[config.mk]
export PLATFORM = sky130hd
export DESIGN_NAME = pmsm_main
export DESIGN_NICKNAME = d
export VERILOG_FILES = /design/src/rtl/pmsm_pkg.sv /design/src/rtl/pmsm_delay_timer.sv /design/src/rtl/pmsm_fall_det.sv /design/src/rtl/pmsm_main.sv
export VERILOG_INCLUDE_DIRS = /design/src /design/src/rtl
export SDC_FILE = /design/constraint.sdc
export NUM_CORES = 1
export LEC_CHECK = 0
export ABC_AREA = 1
export BUFFER_PORTS_ARGS = -buffer_cell sky130_fd_sc_hd__buf_4
export CAP_MARGIN = 20
export CORE_ASPECT_RATIO = 0.8
export CORE_MARGIN = 2
export CORE_UTILIZATION = 35
export DETAILED_ROUTE_END_ITERATION = 10
export SYNTH_ARGS = -nofsm -noshare
export SYNTH_HDL_FRONTEND = slang
export SYNTH_HIERARCHICAL = 1
export SYNTH_SLANG_ARGS = --single-unit
[constraint.sdc]
create_clock -name mclk -period 2.58 [get_ports mclk]
set_clock_uncertainty 0.2 [all_clocks]
set_input_delay 0.774 -clock mclk [delete_from_list [all_inputs] [get_ports mclk]]
set_output_delay 0.774 -clock mclk [all_outputs]
set_load 0.02 [all_outputs]
[src/rtl/pmsm_cfg.svh]
/*
 * Constants of the power state controller: register offsets, field
 * positions, reset values and timing counts.
 * Assumes a 50 MHz mclk and word-aligned Avalon-MM byte addresses.
 */
// Behaviour
// [RULE1] Standby to run when pin differs polarity; the code returns to run when the pin matches it
// [RULE2] Run to standby when pin matches polarity; the code enters standby when the pin differs from it
// [RULE3] Hard watchdog event sends system-on to reset
// [RULE4] After 30 us, below limit, back on
// [RULE5] Tally at limit leads to fault power-down
// [RULE6] Safety part: deep off to self-test
// [RULE7] Level mode power-up event conditions
// [RULE8] Edge mode: falling power-on pin triggers
// [RULE9] Bring-up pin high passes to quick-start off
// [RULE10] Self-test pass or bring-up: quick-start off
// [RULE11] Basic part skips self-test entirely
// [RULE12] System drives power-on pin to request start
// [RULE13] Tally counts entries, compared with limit
`ifndef PMSM_CFG_SVH
`define PMSM_CFG_SVH

// ==========================================================
// Timing
`define PMSM_CLK_NS       20
`define PMSM_WD_WAIT_NS   30000
`define PMSM_WD_WAIT_CYC  ((`PMSM_WD_WAIT_NS + `PMSM_CLK_NS - 1) / `PMSM_CLK_NS)

// ==========================================================
// Register offsets
`define PMSM_ADDR_CTRL    5'h00
`define PMSM_ADDR_WDOG    5'h04
`define PMSM_ADDR_STATE   5'h08
`define PMSM_ADDR_IRQ_ST  5'h0c
`define PMSM_ADDR_IRQ_MSK 5'h10

// ==========================================================
// Fields and reset values
`define PMSM_WDOG_CLR     7
`define PMSM_IRQ_RUN      0
`define PMSM_IRQ_STBY     1
`define PMSM_IRQ_WD       2
`define PMSM_IRQ_FAULT    3
`define PMSM_IRQ_QSO      4
`define PMSM_IRQ_W        5
`define PMSM_CTRL_RST     4'h8
`define PMSM_LIMIT_RST    4'h3
`define PMSM_MASK_RST     5'h00

`endif

[src/rtl/pmsm_pkg.sv]
/*
 * Types of the power state controller.
 * Assumes pmsm_cfg.svh for all numeric constants.
 */
package pmsm_pkg;

	// ======================================================
	// Power states, read back in this order as codes 0..6
	typedef enum logic [2:0] {
		st_deep_off,
		st_self_test,
		st_quick_start_off,
		st_run,
		st_standby,
		st_wdog_reset,
		st_fault_pd
	} pmsm_state_t;

	// ======================================================
	// Internal monitor flags
	typedef struct packed {
		logic vin_above_uv;
		logic vin_above_ov;
		logic tj_above_tsd;
		logic trim_load_error;
		logic fuse_load_error;
	} pmsm_mon_t;

	// Control register layout, bit 3 down to bit 0
	typedef struct packed {
		logic ovlo_en;
		logic power_on_edge_select;
		logic low_power_off_select;
		logic sleep_pin_polarity;
	} pmsm_ctrl_t;

endpackage : pmsm_pkg

[src/rtl/pmsm_delay_timer.sv]
/*
 * One-shot delay timer: done is high in the last cycle of the wait.
 * Assumes start is a one-cycle pulse; a new start restarts the wait.
 */
`timescale 1ns/1ns
`default_nettype none
`include "pmsm_cfg.svh"

module pmsm_delay_timer #(
	parameter int CYCLES = `PMSM_WD_WAIT_CYC,
	localparam int W     = $clog2(CYCLES + 1)
) (
	input  wire logic mclk,  // Clock
	input  wire logic reset, // Sync reset
	input  wire logic start, // Begin wait
	output logic      done   // Wait over
);
	logic [W-1:0] cnt;
	logic         running;

	always_ff @(posedge mclk) begin
		if (reset) begin
			cnt     <= '0;
			running <= 1'b0;
		end else if (start) begin
			cnt     <= W'(CYCLES - 1);
			running <= 1'b1;
		end else if (running) begin
			if (cnt == '0)
				running <= 1'b0;
			else
				cnt <= cnt - 1'b1;
		end
	end

	assign done = running && (cnt == '0);

endmodule : pmsm_delay_timer
`default_nettype wire

[src/rtl/pmsm_fall_det.sv]
/*
 * High-to-low edge detector for a synchronous pin.
 * Assumes the pin is already synchronous to mclk.
 */
`timescale 1ns/1ns
`default_nettype none

module pmsm_fall_det (
	input  wire logic mclk,  // Clock
	input  wire logic reset, // Sync reset
	input  wire logic level, // Pin level
	output logic      fall   // One-cycle fall
);
	logic prev;

	// Reset low so a pin held low at release is no edge
	always_ff @(posedge mclk) begin
		if (reset)
			prev <= 1'b0;
		else
			prev <= level;
	end

	assign fall = prev & ~level;

endmodule : pmsm_fall_det
`default_nettype wire

[src/rtl/pmsm_main.sv]
/*
 * Power state controller: deep off, self-test, quick-start off,
 * run/standby and watchdog reset handling, with Avalon-MM registers
 * and a maskable interrupt.
 * Assumes all pins and monitor flags are synchronous to mclk, and that
 * reset is raised on supply loss.
 */
// Design decisions made here: the Avalon-MM register port and the placing of the registers.
`timescale 1ns/1ns
`default_nettype none
`include "pmsm_cfg.svh"

module pmsm_main #(
	parameter bit SAFETY_VARIANT = 1'b1,
	parameter int WD_WAIT_CYC    = `PMSM_WD_WAIT_CYC
) (
	input  wire logic              mclk,             // 50 MHz clock
	input  wire logic              reset,            // Sync reset
	input  wire logic              standby_pin,      // Standby request
	input  wire logic              power_on_pin,     // Power-on request
	input  wire logic              test_bringup_pin, // Bring-up mode
	input  wire logic              hard_wdog_event,  // Hard wd reset
	input  wire logic              selftest_pass,    // Self-tests ok
	input  wire logic              seq_done,         // Power-up done
	input  wire pmsm_pkg::pmsm_mon_t monitors,       // Monitor flags
	input  wire logic [4:0]        avs_address,      // Byte address
	input  wire logic              avs_read,         // Read strobe
	input  wire logic              avs_write,        // Write strobe
	input  wire logic [31:0]       avs_writedata,    // Write data
	input  wire logic [3:0]        avs_byteenable,   // Byte lanes
	output logic [31:0]            avs_readdata,     // Read data
	output logic                   avs_waitrequest,  // Stall
	output logic                   irq,              // Interrupt
	output logic                   sys_on,           // Run or standby
	output logic                   fault_pd,         // Fault power-down
	output logic [2:0]             state_code        // Current state
);
	import pmsm_pkg::*;

	pmsm_state_t             st;
	pmsm_state_t             next_st;
	pmsm_ctrl_t              ctrl;
	logic [3:0]              wdog_reset_limit;
	logic [3:0]              wdog_reset_tally;
	logic [`PMSM_IRQ_W-1:0]  irq_status;
	logic [`PMSM_IRQ_W-1:0]  irq_mask;
	logic [`PMSM_IRQ_W-1:0]  irq_event;
	logic [`PMSM_IRQ_W-1:0]  irq_clr;
	logic                    ack;
	logic                    rd_en;
	logic                    wr_en;
	logic                    tally_clr;
	logic                    pon_fall;
	logic                    wd_done;
	logic                    wd_start;
	logic                    mon_ok;
	logic                    trig;
	logic                    pwr_event;
	logic                    go_up;
	logic                    standby_asserted;

	// ======================================================
	// Avalon-MM slave, one wait cycle per access
	assign avs_waitrequest = (avs_read | avs_write) & ~ack;
	assign rd_en           = avs_read & ~ack;
	assign wr_en           = avs_write & ack & avs_byteenable[0];

	always_ff @(posedge mclk) begin
		if (reset)
			ack <= 1'b0;
		else
			ack <= (avs_read | avs_write) & ~ack;
	end

	always_ff @(posedge mclk) begin
		if (reset) begin
			avs_readdata <= '0;
		end else if (rd_en) begin
			case (avs_address)
			`PMSM_ADDR_CTRL:    avs_readdata <= {28'h0, ctrl};
			`PMSM_ADDR_WDOG:    avs_readdata <= {20'h0,
				wdog_reset_tally, 4'h0, wdog_reset_limit};
			`PMSM_ADDR_STATE:   avs_readdata <= {29'h0, st};
			`PMSM_ADDR_IRQ_ST:  avs_readdata <= {27'h0, irq_status};
			`PMSM_ADDR_IRQ_MSK: avs_readdata <= {27'h0, irq_mask};
			default:            avs_readdata <= '0;
			endcase
		end
	end

	always_ff @(posedge mclk) begin
		if (reset) begin
			ctrl             <= `PMSM_CTRL_RST;
			wdog_reset_limit <= `PMSM_LIMIT_RST;
			irq_mask         <= `PMSM_MASK_RST;
		end else if (wr_en) begin
			if (avs_address == `PMSM_ADDR_CTRL)
				ctrl <= avs_writedata[3:0];
			if (avs_address == `PMSM_ADDR_WDOG)
				wdog_reset_limit <= avs_writedata[3:0];
			if (avs_address == `PMSM_ADDR_IRQ_MSK)
				irq_mask <= avs_writedata[`PMSM_IRQ_W-1:0];
		end
	end

	// ======================================================
	// Watchdog reset tally
	assign tally_clr = wr_en && (avs_address == `PMSM_ADDR_WDOG)
		&& avs_writedata[`PMSM_WDOG_CLR];

	// Saturates so a low limit cannot wrap back to a retry
	always_ff @(posedge mclk) begin
		if (reset)
			wdog_reset_tally <= 4'h0;
		else if (wd_start && wdog_reset_tally != 4'hf)
			wdog_reset_tally <= wdog_reset_tally + 4'h1; // RULE13
		else if (tally_clr)
			wdog_reset_tally <= 4'h0;
	end

	pmsm_delay_timer #(
		.CYCLES (WD_WAIT_CYC)
	) u_wd_timer (
		.mclk  (mclk),
		.reset (reset),
		.start (wd_start),
		.done  (wd_done)
	);

	// ======================================================
	// Start-up conditions
	pmsm_fall_det u_pon_fall (
		.mclk  (mclk),
		.reset (reset),
		.level (power_on_pin),
		.fall  (pon_fall)
	);

	assign mon_ok = monitors.vin_above_uv
		& (~monitors.vin_above_ov | ~ctrl.ovlo_en)
		& ~monitors.tj_above_tsd
		& ~monitors.trim_load_error
		& ~monitors.fuse_load_error;                   // RULE7
	assign trig = ctrl.power_on_edge_select ? pon_fall  // RULE8
		: power_on_pin;                                 // RULE7
	assign pwr_event = ~ctrl.low_power_off_select & ~test_bringup_pin
		& trig & mon_ok;
	assign go_up = test_bringup_pin                     // RULE9
		| (ctrl.low_power_off_select & ~test_bringup_pin) // RULE6
		| pwr_event;
	assign standby_asserted = standby_pin ^ ctrl.sleep_pin_polarity;
	assign wd_start = ((st == st_run) || (st == st_standby))
		&& hard_wdog_event;

	// ======================================================
	// State machine
	always_comb begin
		next_st = st;
		case (st)
		st_deep_off: begin
			if (go_up)
				next_st = SAFETY_VARIANT ? st_self_test   // RULE6
					: st_quick_start_off;                   // RULE11
		end
		st_self_test: begin
			if (selftest_pass || test_bringup_pin)
				next_st = st_quick_start_off;             // RULE10
		end
		st_quick_start_off: begin
			if (seq_done)
				next_st = st_run;
		end
		st_run: begin
			if (hard_wdog_event)
				next_st = st_wdog_reset;                  // RULE3
			else if (standby_asserted)
				next_st = st_standby;                     // RULE2
		end
		st_standby: begin
			if (hard_wdog_event)
				next_st = st_wdog_reset;                  // RULE3
			else if (!standby_asserted)
				next_st = st_run;                         // RULE1
		end
		st_wdog_reset: begin
			if (wdog_reset_tally >= wdog_reset_limit)
				next_st = st_fault_pd;                    // RULE5
			else if (wd_done)
				next_st = st_run;                         // RULE4
		end
		st_fault_pd: next_st = st_fault_pd;
		default:     next_st = st_deep_off;
		endcase
	end

	always_ff @(posedge mclk) begin
		if (reset)
			st <= st_deep_off;
		else
			st <= next_st;
	end

	always_ff @(posedge mclk) begin
		if (reset) begin
			sys_on     <= 1'b0;
			fault_pd   <= 1'b0;
			state_code <= 3'h0;
		end else begin
			sys_on     <= (next_st == st_run) || (next_st == st_standby);
			fault_pd   <= next_st == st_fault_pd;
			state_code <= next_st;
		end
	end

	// ======================================================
	// Interrupts
	always_comb begin
		irq_event = '0;
		if (next_st != st) begin
			irq_event[`PMSM_IRQ_RUN]   = next_st == st_run;
			irq_event[`PMSM_IRQ_STBY]  = next_st == st_standby;
			irq_event[`PMSM_IRQ_WD]    = next_st == st_wdog_reset;
			irq_event[`PMSM_IRQ_FAULT] = next_st == st_fault_pd;
			irq_event[`PMSM_IRQ_QSO]   = next_st == st_quick_start_off;
		end
	end

	assign irq_clr = (wr_en && avs_address == `PMSM_ADDR_IRQ_ST)
		? avs_writedata[`PMSM_IRQ_W-1:0] : '0;

	// New events win over a simultaneous clear
	always_ff @(posedge mclk) begin
		if (reset)
			irq_status <= '0;
		else
			irq_status <= (irq_status & ~irq_clr) | irq_event;
	end

	assign irq = |(irq_status & irq_mask);

	// ======================================================
	// Checks
	localparam int WD_LO = WD_WAIT_CYC;
	localparam int WD_HI = WD_WAIT_CYC;
endmodule : pmsm_main
`default_nettype wire

==> flow_summary.yaml, run 1 <==
status:
  outcome: "finished clean"
detailed_routing:
  final_antenna_net_count: 0
  num_vias: 2764
  wl_per_cell_um: 11.64
  via_per_inst: 4.653
  drt_first_pass_iters: 4
  drc: 0
  drt_iter0_drc: 101
  wl_um: 6913
synthesis:
  ys_ff_latch: 50
  synth_ff_type: "dfxtp_1"
  mappedNetlistArea_mm2: 0.002953
  syn_inst: 438
  synth-edff-count: 0
  avgSynthCellArea_um2: 6.742
  ys_warn_count: 6
  async_flop_share: 0
  synth.distinct_cells: 34
  ys_seq_area_frac: 0.3390
floorplanning:
  dieArea_mm2: 0.009192
  core_mm2: 0.008055
  dieWidth_um: 106.7
  die_h_um: 86.16
  rows: 29
  start_util: 0.3666
  ios: 95
timing:
  clock.fmax_mhz: 435.1
  period_needed_ns: 2.298
  setup_viol: 0
  maxSlewViolCount: 0
  post-route-period-util: 0.8909
  rsz0062_at_grt: "false"
  setup_tns_ns: 0
  hold_violations: 0
cts:
  cts_sinks: 50
  cts_resized: 0
  clk_latency_ns: 0.30
  cts_buffers: 5
  tritoncts: "built"
  clk_transition_reported_paths_ns: 0.09
  cts_max_level: 2
  cts_buffer_depth: 2
  root_buffer: "clkbuf_8"
  hold_buffers: 0
  cts_setup_buffers: 0
power_and_ir_drop:
  irDropWorstVdd_uv: 261.8
  p_total_mw: 1.739
  leakage_nw: 1.623
  p_per_area_mw_per_mm2: 507.9
run:
  maxCapViolCount: 0
global_route:
  grt_pass1_wl_um: 11500
  met1_usage: 0.2441
  grt_pass1_vias: 2430
  busiest_layer: "met1"
  grt_antenna_before_repair: 0
  grt_use_met3: 0.01672
  grt_overflow_total: 0
  grt.total_usage: 0.1545
  gr-usage-met2: 0.2200
  grt_max_degree: 29
worst_setup_path:
  path_class: "reg -> reg"
  crit_start: "u_wd_timer/cnt[0]"
  r2r_end: "irq_status[3]"
  cp-start-kind: "flip-flop"
  required_ns: 2.58
  timing.rr.start: "u_wd_timer/cnt[0]"
  worst_setup_path_end_kind: "flip-flop"
  r2r_setup_slack_ns: 0.28
  critPathArrivalTime_ns: 2.29
  rr_worst_depth: 13
  critPathMaxFanout: 10
  cp-endpoint: "irq_status[3]"
finish:
  final_nets: 547
  drive_gt1_frac: 0.1975
  layout_commonest_cell: "nand2_1"
  final_cell_mix: "nand2_1, inv_1, dfxtp_1"
  area.growth.synth_to_final_pct: 15.97
  diodes: 0
min_path:
  holdCritPathClass: "reg -> reg"
placed_design:
  gp_congestion: 0.9292
  dp_hpwl_um: 5329
  io_buffers: 42
-- metrics by stage --
step           utilization  hold WS (ns)  setup WS, ns  area [um^2]  std cells
2_1_floorplan            -        0.2473        0.5157         3035        460
3_3_place_gp        0.4115        0.2536        0.3724         3314        586
3_5_place_dp        0.4115        0.2555        0.3299         3314        586
4_1_cts             0.4251        0.2706        0.2981         3425        594
5_1_grt             0.4251        0.2827       0.05888         3425        594
6_report            0.4251        0.2681        0.2816         3425        594
-- cell families (layout without fill, tap and decap cells) --
family | Yosys count | in the layout | synth area share
and+or+nand+nor | 192 | 192 | 0.3025
buffers and inverters | 108 | 134 | 0.1703
AOI/OAI and AO/OA | 79 | 79 | 0.1555
DFF | 50 | 50 | 0.3390
adders and majority gates | 6 | 6 | 0.02542
xor gates and xnor gates | 2 | 2 | 0.005933
other | 1 | 23 | 0.001270
-- worst min path at each step --
stage	cells after the start	slack, ns	from	endpoint
2_1_floorplan	2	0.25	u_wd_timer/cnt[1]	u_wd_timer/cnt[1]
3_3_place_gp	2	0.25	avs_readdata[0]	avs_readdata[0]
3_5_place_dp	2	0.26	avs_readdata[1]	avs_readdata[1]
4_1_cts	2	0.27	avs_readdata[1]	avs_readdata[1]
5_1_grt	2	0.28	avs_readdata[4]	avs_readdata[4]
6_report	2	0.27	avs_readdata[9]	avs_readdata[9]
-- layer usage --
layer / up-vias / part of all wire / wire (um)
met2: 79 / 0.39 / 2729
met5: - / 0 / 0
met4: 0 / 0.0081 / 56
li1: 1444 / - / -
met1: 1236 / 0.55 / 3772
met3: 5 / 0.051 / 355
-- cells in the mapped netlist (3+ instances only) --
| cell | count | area share |
|---|---|---|
| nand2_1 | 89 | 0.11 |
| inv_1 | 67 | 0.085 |
| dfxtp_1 | 50 | 0.34 |
| nor2_1 | 36 | 0.046 |
| a21oi_1 | 35 | 0.059 |
| nand3_1 | 30 | 0.051 |
| o21ai_0 | 25 | 0.042 |
| buf_4 | 23 | 0.058 |
| nor2_2 | 14 | 0.030 |
| inv_2 | 10 | 0.013 |
| ha_1 | 6 | 0.025 |
| nand4_1 | 6 | 0.013 |
| o211ai_1 | 5 | 0.013 |
| clkbuf_1 | 4 | 0.0051 |
| nand2_2 | 4 | 0.0085 |
| nor3_1 | 4 | 0.0068 |
| nand3_2 | 3 | 0.010 |
| o2111ai_1 | 3 | 0.0089 |
| o22ai_1 | 3 | 0.0064 |
-- worst max-delay path, stage by stage (launching register included) --
cell and delay [ns]:
dfxtp_1 0.34, inv_1 0.18, ha_1 0.28, nand2_1 0.09, nor2_2 0.14, nand3_4 0.16, nor2_1 0.18, nand4_1 0.13
nand2_1 0.10, nand2_1 0.08, nand2_1 0.09, inv_1 0.06, o2111ai_1 0.09, nand2_1 0.07
-- layout make-up --
class | count | area (um^2)
fill | 861 | 4631
multi-input combinational | 302 | 1531
sequential | 50 | 1001
timing repair buffer | 46 | 345.3
inverter | 80 | 301.5
tap | 108 | 135.1
clock buffer | 6 | 72.57
clock inverter | 2 | 37.54
-- power breakdown --
| group | leakage (nW) | internal (mW) | switching [mW] |
|---|---|---|---|
| clock network | 0.0514 | 0.290 | 0.270 |
| registers | 0.404 | 0.794 | 0.0226 |
| logic | 1.17 | 0.124 | 0.238 |
| total | 1.62 | 1.21 | 0.531 |
-- registers in the layout, summed over array words and instances (netlist names) --
register,flops
irq_status,5
wdog_reset_tally,4
u_pon_fall/prev,1
u_wd_timer/running,1
ack,1
ctrl,4
sys_on,1
avs_readdata,9
u_wd_timer/cnt,11
irq_mask,5
fault_pd,1
wdog_reset_limit,4
state_code,3
Power figures use the tool's default switching activity.
==> run 2, diff against run 1 <==
--- a/config.mk
+++ b/config.mk
@@ -13,6 +13,7 @@
 export CORE_MARGIN = 2
 export CORE_UTILIZATION = 35
 export DETAILED_ROUTE_END_ITERATION = 10
+export GPL_TIMING_DRIVEN = 0
 export SYNTH_ARGS = -nofsm -noshare
 export SYNTH_HDL_FRONTEND = slang
 export SYNTH_HIERARCHICAL = 1
==> flow_summary.yaml, run 2 (same netlist as run 1, synthesis figures left out) <==
cts:
  cts_setup_buffers: 0
  cts_buffer_depth: 2
  cts_resized: 0
  cts_buffers: 5
  tritoncts: "built"
  root_buffer: "clkbuf_8"
  clk_latency_ns: 0.30
  clk_transition_reported_paths_ns: 0.09
  hold_buffers: 0
  cts_sinks: 50
  cts_max_level: 2
finish:
  largest_reg_flops: 11
  drive_gt1_frac: 0.2294
  final_area_mm2: 0.003581
  area.growth.synth_to_final_pct: 21.27
  final_cell_mix: "nand2_1, inv_1, buf_4"
  multi_input_area_mm2: 0.001531
  top_regs: "u_wd_timer/cnt: 11 flops, avs_readdata: 9 flops"
  register_area_mm2: 0.001001
  final_nets: 571
  fillers: 861
  max_flop_register: "u_wd_timer/cnt"
  layout_commonest_cell: "nand2_1"
  diodes: 0
  final_util: 0.4445
worst_setup_path:
  critPathArrivalTime_ns: 2.24
  rr_worst_depth: 12
  crit_start: "u_wd_timer/cnt[0]"
  required_ns: 2.56
  cp-endpoint: "irq_status[0]"
  r2r_setup_slack_ns: 0.31
  r2r_end: "irq_status[0]"
  worst_setup_path_end_kind: "flip-flop"
  path_class: "reg -> reg"
  critPathMaxFanout: 10
  timing.rr.start: "u_wd_timer/cnt[0]"
  cp-start-kind: "flip-flop"
global_route:
  grt_max_degree: 16
  grt_antenna_before_repair: 0
  grt.total_usage: 0.1518
  grt_pass1_wl_um: 11250
  grt_overflow_total: 0
  grt_pass1_vias: 2384
floorplanning:
  dieArea_mm2: 0.009192
  core_mm2: 0.008055
  dieWidth_um: 106.7
  die_h_um: 86.16
  start_util: 0.3666
  ios: 95
  rows: 29
run:
  maxCapViolCount: 0
power_and_ir_drop:
  irDropWorstVdd_uv: 286.6
  p_per_area_mw_per_mm2: 470.5
  p_total_mw: 1.685
  leakage_nw: 1.736
detailed_routing:
  drt_iter0_drc: 153
  drc: 0
  wl_per_cell_um: 11.25
  wl_um: 6950
  final_antenna_net_count: 0
  drt_first_pass_iters: 4
  via_per_inst: 4.489
  num_vias: 2774
timing:
  clock.fmax_mhz: 440.9
  period_needed_ns: 2.268
  hold_violations: 0
  relSlewSlack: 0.6213
  setup_tns_ns: 0
  setup_viol: 0
  worstMarginPinSlew_ns: 0.5680
  holdWs_ns: 0.2719
  post-route-period-util: 0.8792
  maxSlewViolCount: 0
  rsz0062_at_grt: "false"
status:
  outcome: "finished clean"
placed_design:
  io_buffers: 42
  gp_congestion: 0.9173
  dp_hpwl_um: 5516
  dpl-instance-area_mm2: 0.003486
min_path:
  holdCritPathClass: "reg -> reg"
==> run 2: changes by cell type in the layout (fill, tap and decap cells not counted) <==
cell | before | now
clkbuf_8 | 5 | 7
buf_4 | 46 | 65
clkinv_2 | 1 | 2
clkbuf_1 | 1 | 4
bufinv_16 | 1 | 0
==> run 2: power by group <==
group	internal (mW)	leakage, nW	switching [mW]
clock	0.216	0.0472	0.263
combinational	0.147	1.28	0.242
sequential	0.794	0.404	0.0223
==> run 2: area by class of cell <==
type | instances | area share
clock buffer | 6 | 0.02306
multi-input combinational | 302 | 0.4277
clock inverter | 2 | 0.003494
sequential | 50 | 0.2795
buffer | 28 | 0.05625
inverter | 80 | 0.08421
tap | 108 | 0.03774
timing repair buffer | 42 | 0.08805
==> run 2: worst min path at each step <==
stage,end,start,depth (start not counted),slack (ns)
6_report,avs_readdata[10],avs_readdata[10],2,0.27
5_1_grt,avs_readdata[2],avs_readdata[2],2,0.29
4_1_cts,avs_readdata[10],avs_readdata[10],2,0.27
3_5_place_dp,avs_readdata[10],avs_readdata[10],2,0.26
3_3_place_gp,avs_readdata[1],avs_readdata[1],2,0.26
2_1_floorplan,u_wd_timer/cnt[1],u_wd_timer/cnt[1],2,0.25
==> run 2: stage by stage <==
stage / setup slack, ns / cells
after floorplan: 0.5157 / 460
after CTS: 0.3183 / 618
final: 0.3117 / 618
after global placement: 0.3588 / 610
after global routing: 0.1505 / 618
after detailed placement: 0.3189 / 610
==> run 2: critical path: stages, from the launching register on <==
cell	delay (ns)
dfxtp_1	0.38
inv_1	0.13
ha_1	0.28
nand2_1	0.10
nor2_2	0.05
nand3_4	0.15
nor2_1	0.09
nor2_1	0.11
nand4_1	0.15
a21oi_4	0.20
inv_1	0.10
o211ai_1	0.12
a21oi_1	0.08
==> run 2: metal layers <==
| layer | part of all wire | vias up | routed length, um | global-route usage |
|---|---|---|---|---|
| met5 | 0 | - | 0 | 0 |
| met4 | 0.0089 | 0 | 62 | 0.04604 |
| met3 | 0.066 | 5 | 458 | 0.01824 |
| met2 | 0.40 | 76 | 2811 | 0.2212 |
| met1 | 0.52 | 1204 | 3618 | 0.2322 |
| li1 | - | 1489 | - | - |
